<file path="config.mk">
export PLATFORM = sky130hd
export DESIGN_NAME = rcf_flags
export DESIGN_NICKNAME = d
export VERILOG_FILES = /design/src/rcf_pkg.sv /design/src/rcf_wb_slave.sv /design/src/rcf_key_decode.sv /design/src/rcf_flags.sv
export VERILOG_INCLUDE_DIRS = /design/src
export SDC_FILE = /design/constraint.sdc
export NUM_CORES = 1
export LEC_CHECK = 0
export BUFFER_PORTS_ARGS = -buffer_cell sky130_fd_sc_hd__buf_2
export CORE_MARGIN = 2
export CORE_UTILIZATION = 30
export CTS_BUF_LIST = sky130_fd_sc_hd__clkbuf_2
export CTS_CLUSTER_SIZE = 28
export DETAILED_ROUTE_END_ITERATION = 8
export GPL_ROUTABILITY_DRIVEN = 0
export PLACE_DENSITY = 0.7
export SLEW_MARGIN = 30
export SYNTH_ARGS = -nofsm -noshare
export SYNTH_HDL_FRONTEND = slang
export SYNTH_HIERARCHICAL = 1
export SYNTH_SLANG_ARGS = --single-unit
export TNS_END_PERCENT = 1
</file>
<file path="constraint.sdc">
create_clock -name clk_i -period 2.2 [get_ports clk_i]
set_input_delay 0.11 -clock clk_i [delete_from_list [all_inputs] [get_ports clk_i]]
set_output_delay 0.11 -clock clk_i [all_outputs]
set_load 0.05 [all_outputs]
</file>
<file path="src/rcf_params.svh">
// Constants of the reset-cause and fault flag block.
// Assumes byte-wide registers, each in one word of a 32-bit bus.
// Operation
// Watchdog overflow or key violation sets bit 0; the code sets it on overflow only while wdt_mode_i is high
// Power-up or pin reset clears watchdog flag
// Oscillator fault sets bit 1; clear sets it
// Pin reset sets bit 3; power-up clears it
// Supply power-up sets bit 2
// Pin NMI sets bit 4; clear zeroes it
// Flags at 02h, bits 7 to 5 unused
// Software reads and writes every flag bit
// Location 01h holds no bits
// Location 03h holds no bits
// Fetch loader key word from 0FFDEh
// Key 00000h keeps loader, blocks erasure
// Key 0AA55h disables loader, others enable
// Bracketed values on power-on, others every clear
// Unimplemented bits read zero, ignore writes
`ifndef RCF_PARAMS_SVH
`define RCF_PARAMS_SVH

`define RCF_IDX_EN2      2'h1
`define RCF_IDX_FLAGS    2'h2
`define RCF_IDX_FLG2     2'h3

`define RCF_FLAG_W       5
`define RCF_BIT_WDT      0
`define RCF_BIT_OSC      1
`define RCF_BIT_POR      2
`define RCF_BIT_RST      3
`define RCF_BIT_NMI      4

`define RCF_POR_VAL      5'h06
`define RCF_CLR_MASK     5'h12
`define RCF_CLR_VAL      5'h02

`define RCF_KEY_ADDR     16'hFFDE
`define RCF_KEY_NO_ERASE 16'h0000
`define RCF_KEY_LDR_OFF  16'hAA55

`endif

</file>
<file path="src/rcf_pkg.sv">
// Types of the reset-cause and fault flag block.
// Assumes rcf_params.svh supplies the numbers.
package rcf_pkg;

  typedef enum logic [0:0] {KEY_FETCH, KEY_DONE} rcf_key_state_t;

  typedef logic [1:0] rcf_idx_t;

endpackage

</file>
<file path="src/rcf_wb_slave.sv">
// Classic Wishbone slave front end for the flag block.
// Assumes byte registers at word indices 1 to 3, one clock.
`timescale 1ns/1ps
`include "rcf_params.svh"
module rcf_wb_slave
  import rcf_pkg::*;
(
  // Clock and reset
  input  wire logic        clk_i,
  input  wire logic        rst_i,
  // Wishbone
  input  wire logic        cyc_i,
  input  wire logic        stb_i,
  input  wire logic        we_i,
  input  wire logic [3:0]  adr_i,
  input  wire logic [3:0]  sel_i,
  input  wire logic [31:0] dat_i,
  output logic      [31:0] dat_o,
  output logic             ack_o,
  output logic             err_o,
  // Register side
  output rcf_idx_t         idx_o,
  output logic             wr_o,
  output logic      [7:0]  wdat_o,
  input  wire logic [7:0]  rdata_i
);

  logic req;
  logic hit;

  assign idx_o  = adr_i[3:2];
  assign wdat_o = dat_i[7:0];
  assign req    = cyc_i && stb_i && !ack_o && !err_o;
  assign hit    = (adr_i[1:0] == 2'h0) && (idx_o != 2'h0);
  assign wr_o   = req && hit && we_i && sel_i[0];

  // One-cycle answer, dropped in the next cycle
  always_ff @(posedge clk_i)
  begin
    if (rst_i)
    begin
      ack_o <= 1'b0;
      err_o <= 1'b0;
    end
    else
    begin
      ack_o <= req && hit;
      err_o <= req && !hit;
    end
  end

  always_ff @(posedge clk_i)
  begin
    if (rst_i)
      dat_o <= 32'h0;
    else if (req && hit && !we_i)
      dat_o <= {24'h0, rdata_i};
    else
      dat_o <= 32'h0;
  end

endmodule

</file>
<file path="src/rcf_key_decode.sv">
// Fetches and decodes the loader security key word.
// Assumes a memory port that answers a held read with one ack pulse.
`timescale 1ns/1ps
`include "rcf_params.svh"
module rcf_key_decode
  import rcf_pkg::*;
(
  // Clock and reset
  input  wire logic        clk_i,
  input  wire logic        rst_i,
  input  wire logic        restart_i,
  // Key fetch port
  output logic             key_rd_o,
  output logic      [15:0] key_addr_o,
  input  wire logic [15:0] key_data_i,
  input  wire logic        key_ack_i,
  // Decoded key
  output logic             key_valid_o,
  output logic             loader_en_o,
  output logic             erase_en_o
);

  rcf_key_state_t state;

  assign key_rd_o   = (state == KEY_FETCH);
  assign key_addr_o = `RCF_KEY_ADDR;

  always_ff @(posedge clk_i)
  begin
    if (rst_i || restart_i)
      state <= KEY_FETCH;
    else if (key_ack_i)
      state <= KEY_DONE;
  end

  // Loader held off until the key is known
  always_ff @(posedge clk_i)
  begin
    if (rst_i || restart_i)
    begin
      key_valid_o <= 1'b0;
      loader_en_o <= 1'b0;
      erase_en_o  <= 1'b1;
    end
    else if (key_rd_o && key_ack_i)
    begin
      key_valid_o <= 1'b1;
      loader_en_o <= (key_data_i != `RCF_KEY_LDR_OFF);
      erase_en_o  <= (key_data_i != `RCF_KEY_NO_ERASE);
    end
  end

endmodule

</file>
<file path="src/rcf_flags.sv">
// Reset-cause and fault flag registers with loader key decode.
// Assumes one-cycle event pulses from the reset logic, synchronous
// to clk_i, and a classic Wishbone master on the register side.
`timescale 1ns/1ps
`include "rcf_params.svh"
module rcf_flags
  import rcf_pkg::*;
(
  // Clock and reset
  input  wire logic        clk_i,
  input  wire logic        rst_i,
  // Wishbone
  input  wire logic        cyc_i,
  input  wire logic        stb_i,
  input  wire logic        we_i,
  input  wire logic [3:0]  adr_i,
  input  wire logic [3:0]  sel_i,
  input  wire logic [31:0] dat_i,
  output logic      [31:0] dat_o,
  output logic             ack_o,
  output logic             err_o,
  // Reset and fault events
  input  wire logic        por_i,
  input  wire logic        pwr_clr_i,
  input  wire logic        wdt_overflow_i,
  input  wire logic        wdt_mode_i,
  input  wire logic        key_violation_i,
  input  wire logic        osc_fault_i,
  input  wire logic        pin_event_i,
  input  wire logic        pin_reset_mode_i,
  // Flag state
  output logic      [7:0]  flags_o,
  // Key fetch port
  output logic             key_rd_o,
  output logic      [15:0] key_addr_o,
  input  wire logic [15:0] key_data_i,
  input  wire logic        key_ack_i,
  // Loader control
  output logic             key_valid_o,
  output logic             loader_en_o,
  output logic             erase_en_o
);

  localparam int FW = `RCF_FLAG_W;
  localparam logic [FW-1:0] POR_VAL  = `RCF_POR_VAL;
  localparam logic [FW-1:0] CLR_MASK = `RCF_CLR_MASK;
  localparam logic [FW-1:0] CLR_VAL  = `RCF_CLR_VAL;

  rcf_idx_t      idx;
  logic          bus_wr;
  logic [7:0]    bus_wdat;
  logic [7:0]    rdata;
  logic          sw_wr;
  logic          pin_reset;
  logic          pin_nmi;
  logic          wdt_set;
  logic [FW-1:0] flags;
  logic [FW-1:0] hw_set;
  logic [FW-1:0] hw_clr;

  rcf_wb_slave u_bus
  (
    .clk_i   (clk_i),
    .rst_i   (rst_i),
    .cyc_i   (cyc_i),
    .stb_i   (stb_i),
    .we_i    (we_i),
    .adr_i   (adr_i),
    .sel_i   (sel_i),
    .dat_i   (dat_i),
    .dat_o   (dat_o),
    .ack_o   (ack_o),
    .err_o   (err_o),
    .idx_o   (idx),
    .wr_o    (bus_wr),
    .wdat_o  (bus_wdat),
    .rdata_i (rdata)
  );

  rcf_key_decode u_key
  (
    .clk_i       (clk_i),
    .rst_i       (rst_i),
    .restart_i   (por_i || pwr_clr_i),
    .key_rd_o    (key_rd_o),
    .key_addr_o  (key_addr_o),
    .key_data_i  (key_data_i),
    .key_ack_i   (key_ack_i),
    .key_valid_o (key_valid_o),
    .loader_en_o (loader_en_o),
    .erase_en_o  (erase_en_o)
  );

  // Pin role follows its configured mode
  assign pin_reset = pin_event_i && pin_reset_mode_i;
  assign pin_nmi   = pin_event_i && !pin_reset_mode_i;
  assign wdt_set   = (wdt_overflow_i && wdt_mode_i) || key_violation_i;

  always_comb
  begin
    hw_set = '0;
    hw_clr = '0;
    hw_set[`RCF_BIT_WDT] = wdt_set;
    hw_set[`RCF_BIT_OSC] = osc_fault_i;
    hw_set[`RCF_BIT_RST] = pin_reset;
    hw_set[`RCF_BIT_NMI] = pin_nmi;
    hw_clr[`RCF_BIT_WDT] = pin_reset;
  end

  // Writes to the empty locations and upper bits go nowhere
  assign sw_wr = bus_wr && (idx == `RCF_IDX_FLAGS);

  // Power-on load, then power-up clear, then events over software
  for (genvar b = 0; b < FW; b++)
  begin : g_flag
    always_ff @(posedge clk_i)
    begin
      if (rst_i || por_i)
        flags[b] <= POR_VAL[b];
      else if (pwr_clr_i && CLR_MASK[b])
        flags[b] <= CLR_VAL[b];
      else if (hw_set[b])
        flags[b] <= 1'b1;
      else if (hw_clr[b])
        flags[b] <= 1'b0;
      else if (sw_wr)
        flags[b] <= bus_wdat[b];
    end
  end

  // Read view: only the flag byte has bits
  always_comb
  begin
    unique case (idx)
      `RCF_IDX_FLAGS: rdata = {3'h0, flags};
      `RCF_IDX_EN2:   rdata = 8'h00;
      `RCF_IDX_FLG2:  rdata = 8'h00;
      default:        rdata = 8'h00;
    endcase
  end

  assign flags_o = {3'h0, flags};

  logic quiet;
  assign quiet = !por_i && !pwr_clr_i && !wdt_set && !osc_fault_i && !pin_event_i;
  logic bus_take;
  assign bus_take = cyc_i && stb_i && !ack_o && !err_o;
endmodule

</file>
==> impl_metrics.csv, run 1 <==
group,metric,value,unit
clock_tree,cts_tree,"done",
drt,finalWirelength,2.53,mm
critical_path,critPathMaxStageDelay,410,ps
yosys,yosysWarningCount,6,
pwr,total_power,775,uW
clock_tree,clock_latency,300,ps
critical_path,critPathKind,"flop to flop",
critical_path,path_depth,5,
floorplan,die_h,69.4,um
final_layout,drive_gt1_frac,0.355,
critical_path,cp-endpoint,"flags_o[4]",
critical_path,worstReg2RegEnd,"flags_o[4]",
timing,clock_skew,11.2,ps
critical_path,cp_top_family,"simple AND/OR/NAND/NOR gates",
pwr,irDropWorstVdd,169,uV
job,maxCapViolations,0,
pwr,p_leak,0.744,nW
global_route,antenna_found_initial,0,
drt,firstDrtPassIters,4,
drt,post_drt_wl_per_cell,10.0,um
clock_tree,ctsResizeCount,0,
drt,vias,1011,
critical_path,endpoint_kind,"flop",
timing,setup_violations,0,
drt,drtIter0Drc,97,
drt,avgViaCountPerCell,4.00,
place,dp_hpwl,2.15,mm
yosys,syn_area_per_cell,8.78,um^2
pwr,power_density,528,mW/mm^2
final_layout,antennaDiodeCount,0,
critical_path,reg2regPathDepth,5,
critical_path,cp_slowest_cell,"nor4_2",
floorplan,placementRows,23,
yosys,syn_area,0.00128,mm^2
floorplan,start_util,0.316,
critical_path,ff2ff_setup_slack,490,ps
critical_path,crit_fanout,5,
floorplan,fp.coreArea,0.00406,mm^2
critical_path,rr_startpoint,"u_bus/ack_o",
timing,maxSlewViolCount,0,
final_layout,stdcell_area,0.00147,mm^2
clock_tree,numCtsBuffers,3,
critical_path,cp_data_required_time,2420,ps
clock_tree,cts.path.max_buffers,2,
critical_path,crit_start,"u_bus/ack_o",
global_route,grt-ovfl-total,0,
drt,postRouteAntennaNets,0,
drt,drcViolationCount,0,
final_layout,syn2layout_area_growth,14.6,%
floorplan,die_w,69.4,um
timing,fmax,0.586,GHz
min_path,hp-class,"input pin to flop",
timing,holdWs,16.0,ps
place,dpl_cell_area,0.00142,mm^2
critical_path,path_buf_inv,0,
min_path,holdPathStages,3,
timing,post-route-period-util,0.775,
critical_path,arrival,1920,ps
clock_tree,cts_setup_buffers,0,
final_layout,nets,274,
critical_path,path_cells,"nand4bb_1, nor4_2, nand3b_4, mux2i_1, a2111oi_2",
clock_tree,clk_pin_slew,180,ps
floorplan,fp.dieArea,0.00481,mm^2
timing,setup-tns-final,0,ps
clock_tree,cts_sinks,19,
clock_tree,hold_buffers,2,
clock_tree,cts-root-buf,"clkbuf_2",
global_route,grt_max_degree,16,
timing,hold_violations,0,
timing,fin_crit,1710,ps
timing,rsz0062_at_grt,"false",
global_route,grt_pass1_wl,4.06,mm
yosys,syn_inst,146,
critical_path,start_kind,"flop",
floorplan,boundaryPins,132,
outcome,status,"completed",
global_route,grt_pass1_vias,930,
clock_tree,htreeDepth,1,
place,io_buffers,58,
global_route,grt_usage,0.101,
metal layers:
metal  GRT usage  wire length (um)
met4      0.0196                 0
met1       0.115              1050
met2       0.176              1210
met3      0.0407               272
met5           0                 0
worst min-delay path: cells and delay by family:
kind,cells,cell delay [ps]
buffers and inverters,1,80
AND/OR/NAND/NOR,2,100
worst min path at each step:
| stage | from | end | slack (ps) |
|---|---|---|---|
| finish | osc_fault_i | flags_o[1] | 20 |
| floorplan | pwr_clr_i | flags_o[4] | 180 |
| CTS | osc_fault_i | flags_o[1] | 2 |
| global placement | pwr_clr_i | flags_o[4] | 300 |
| detailed placement | pwr_clr_i | flags_o[4] | 310 |
| global route | osc_fault_i | flags_o[1] | 10 |
cells in the final DEF, fill, tap and decap left out, drive strengths merged, types with 3 or more instances in the layout:
cell,count
nor4,12
or3b,8
dfxtp,19
nor2,4
and2,5
nand3,5
dlygate4sd3,3
clkbuf,3
buf,61
conb,46
nand2,6
or4,4
or2,3
final cells by class:
type / instances / area [um^2]
clock buffer: 3 / 15.0
fill: 454 / 2590
sequential: 19 / 380
timing repair buffer: 64 / 343
tap: 50 / 62.6
multi-input combinational: 114 / 654
clock inverter: 1 / 5.00
inverter: 2 / 7.51
where the power goes:
group	internal (mW)	total, mW	switching (mW)
registers	0.350	0.353	0.00268
logic	0.0516	0.277	0.225
clock network	0.0412	0.145	0.104
total	0.443	0.775	0.332
flip-flops by register name, indices dropped and copies added (netlist names):
register,cells
u_key/erase_en_o,1
u_key/state,1
u_key/key_valid_o,1
u_bus/ack_o,1
flags_o,5
u_bus/dat_o,8
u_key/loader_en_o,1
u_bus/err_o,1
per-stage QoR:
stage	setup slack, ps	utilization	instances
detailed placement	361	0.349	246
floorplan	74.7	-	188
global route	309	0.362	253
global placement	424	0.349	246
CTS	443	0.359	252
finish	494	0.362	253
(Power assumes the default switching activity.)
==> inputs of run 2 (changes only) <==
--- a/config.mk
+++ b/config.mk
@@ -13,7 +13,7 @@
 export CTS_CLUSTER_SIZE = 28
 export DETAILED_ROUTE_END_ITERATION = 8
 export GPL_ROUTABILITY_DRIVEN = 0
-export PLACE_DENSITY = 0.7
+export PLACE_DENSITY = 0.68
 export SLEW_MARGIN = 30
 export SYNTH_ARGS = -nofsm -noshare
 export SYNTH_HDL_FRONTEND = slang
==> constraint.sdc (replaced) <==
create_clock -name clk_i -period 1.65 [get_ports clk_i]
set_input_delay 0.0825 -clock clk_i [delete_from_list [all_inputs] [get_ports clk_i]]
set_output_delay 0.0825 -clock clk_i [all_outputs]
set_load 0.05 [all_outputs]
==> impl_metrics.csv, run 2 (synthesis gave the netlist of run 1 again) <==
group,metric,value,unit
final_layout,largest_reg_flops,8,
timing,post-route-period-util,0.901,
min_path,hp-class,"input pin to flop",
critical_path,arrival,1700,ps
drt,drtIter0Drc,44,
pwr,p_switching,445,uW
timing,rsz0062_at_grt,"false",
final_layout,syn2layout_area_growth,20.6,%
global_route,grt_pass1_wl,4.12,mm
drt,post_drt_wl_per_cell,9.80,um
final_layout,final_cells,258,
clock_tree,numCtsBuffers,3,
global_route,antenna_found_initial,0,
global_route,grt-ovfl-total,0,
timing,holdWs,52.2,ps
timing,fmax,0.672,GHz
final_layout,drive_gt1_frac,0.370,
outcome,status,"completed",
pwr,combPwrFrac,0.367,
pwr,p_leak,0.770,nW
critical_path,critPathKind,"flop to flop",
global_route,grt_max_degree,16,
drt,vias,1028,
clock_tree,cts-root-buf,"clkbuf_2",
pwr,power_density,674,mW/mm^2
clock_tree,cts.path.max_buffers,2,
pwr,power_switching_share,0.427,
place,dp_hpwl,2.23,mm
floorplan,fp.dieArea,0.00481,mm^2
drt,avgViaCountPerCell,3.98,
clock_tree,hold_buffers,5,
timing,hold_violations,0,
floorplan,boundaryPins,132,
drt,top_layer_used,"met3",
final_layout,utilization,0.381,
clock_tree,clk_pin_slew,170,ps
floorplan,start_util,0.316,
drt,wl_met2,1.26,mm
final_layout,layout_common_cells,"58 x buf_2, 46 x conb_1, 17 x dfxtp_1, 10 x nor4_1, 8 x or3b_1",
pwr,irDropWorstVdd,211,uV
clock_tree,cts_sinks,19,
drt,drt-met1-wl,1.02,mm
drt,drcViolationCount,0,
drt,firstDrtPassIters,4,
timing,setup_violations,0,
drt,finalWirelength,2.53,mm
clock_tree,ctsResizeCount,0,
job,maxCapViolations,0,
final_layout,mostFrequentLayoutCell,"buf_2",
timing,clock_skew,2.00,ps
pwr,clkPwrFrac,0.184,
place,placed_cells,248,
final_layout,antennaDiodeCount,0,
timing,fin_crit,1490,ps
critical_path,endpoint_kind,"flop",
global_route,grt_usage,0.104,
final_layout,nets,279,
drt,route.met3.wl,252,um
floorplan,die_w,69.4,um
timing,finalWorstSetupSlack,163,ps
critical_path,crit_fanout,2,
clock_tree,cts_tree,"done",
pwr,seq_power_share,0.449,
critical_path,start_kind,"flop",
clock_tree,clock_latency,290,ps
drt,postRouteAntennaNets,0,
place,io_buffers,58,
place,dp_slack,129,ps
critical_path,cp_data_required_time,1860,ps
timing,maxSlewViolCount,0,
floorplan,die_h,69.4,um
floorplan,placementRows,23,
pwr,total_power,1.04,mW
final_layout,top_register,"u_bus/dat_o",
pwr,intPower,597,uW
floorplan,fp.coreArea,0.00406,mm^2
clock_tree,cts_setup_buffers,0,
clock_tree,htreeDepth,1,
global_route,grt_pass1_vias,932,
-- run 2: cell types whose count changed in the layout (fill, tap and decap cells not counted), sizes merged --
| cell | before | now |
|---|---|---|
| dlygate4sd3 | 3 | 6 |
| buf | 61 | 63 |
-- run 2: worst paths after layout --
kind / end / cells after the start / start / slack, ps
hold reg to reg: flags_o[1] / 2 / flags_o[1] / 480
setup / recovery: flags_o[4] / 5 / u_bus/err_o / 160
hold / removal: flags_o[3] / 3 / dat_i[3] / 50
setup reg to reg: flags_o[4] / 5 / u_bus/err_o / 160
-- run 2: cell type report --
| class | instances | area (um^2) |
|---|---|---|
| Fill cell | 453 | 2510 |
| Multi-Input combinational cell | 114 | 679 |
| Sequential cell | 19 | 388 |
| Timing Repair Buffer | 69 | 388 |
| Tap cell | 50 | 62.6 |
| Clock buffer | 3 | 15.0 |
| Inverter | 2 | 7.51 |
| Clock inverter | 1 | 5.00 |
-- run 2: metal layers --
| layer | vias up | global-route usage |
|---|---|---|
| met3 | 0 | 0.0276 |
| li1 | 534 | - |
| met5 | - | 0 |
| met4 | 0 | 0.0196 |
| met2 | 54 | 0.184 |
| met1 | 440 | 0.127 |
-- run 2: power groups by stage --
stage / Combinational (mW) / Clock [mW] / Sequential (mW)
3_5_place_dp: 0.370 / 0 / 0.478
5_1_grt: 0.404 / 0.222 / 0.469
6_report: 0.382 / 0.192 / 0.468
2_1_floorplan: 0.367 / 0 / 0.500
3_3_place_gp: 0.367 / 0 / 0.477
4_1_cts: 0.379 / 0.202 / 0.468
-- run 2: per-stage QoR --
stage | instance area (um^2) | setup TNS (ps)
2_1_floorplan | 1480 | -61.6
3_3_place_gp | 1470 | 0
3_5_place_dp | 1470 | 0
4_1_cts | 1540 | 0
5_1_grt | 1550 | 0
6_report | 1550 | 0
-- run 2: critical path: stages, from the launching register on --
cell,delay [ps]
dfxtp_4,380
nand4bb_4,240
nor4_4,250
nand3b_4,120
mux2i_1,140
a2111oi_2,280
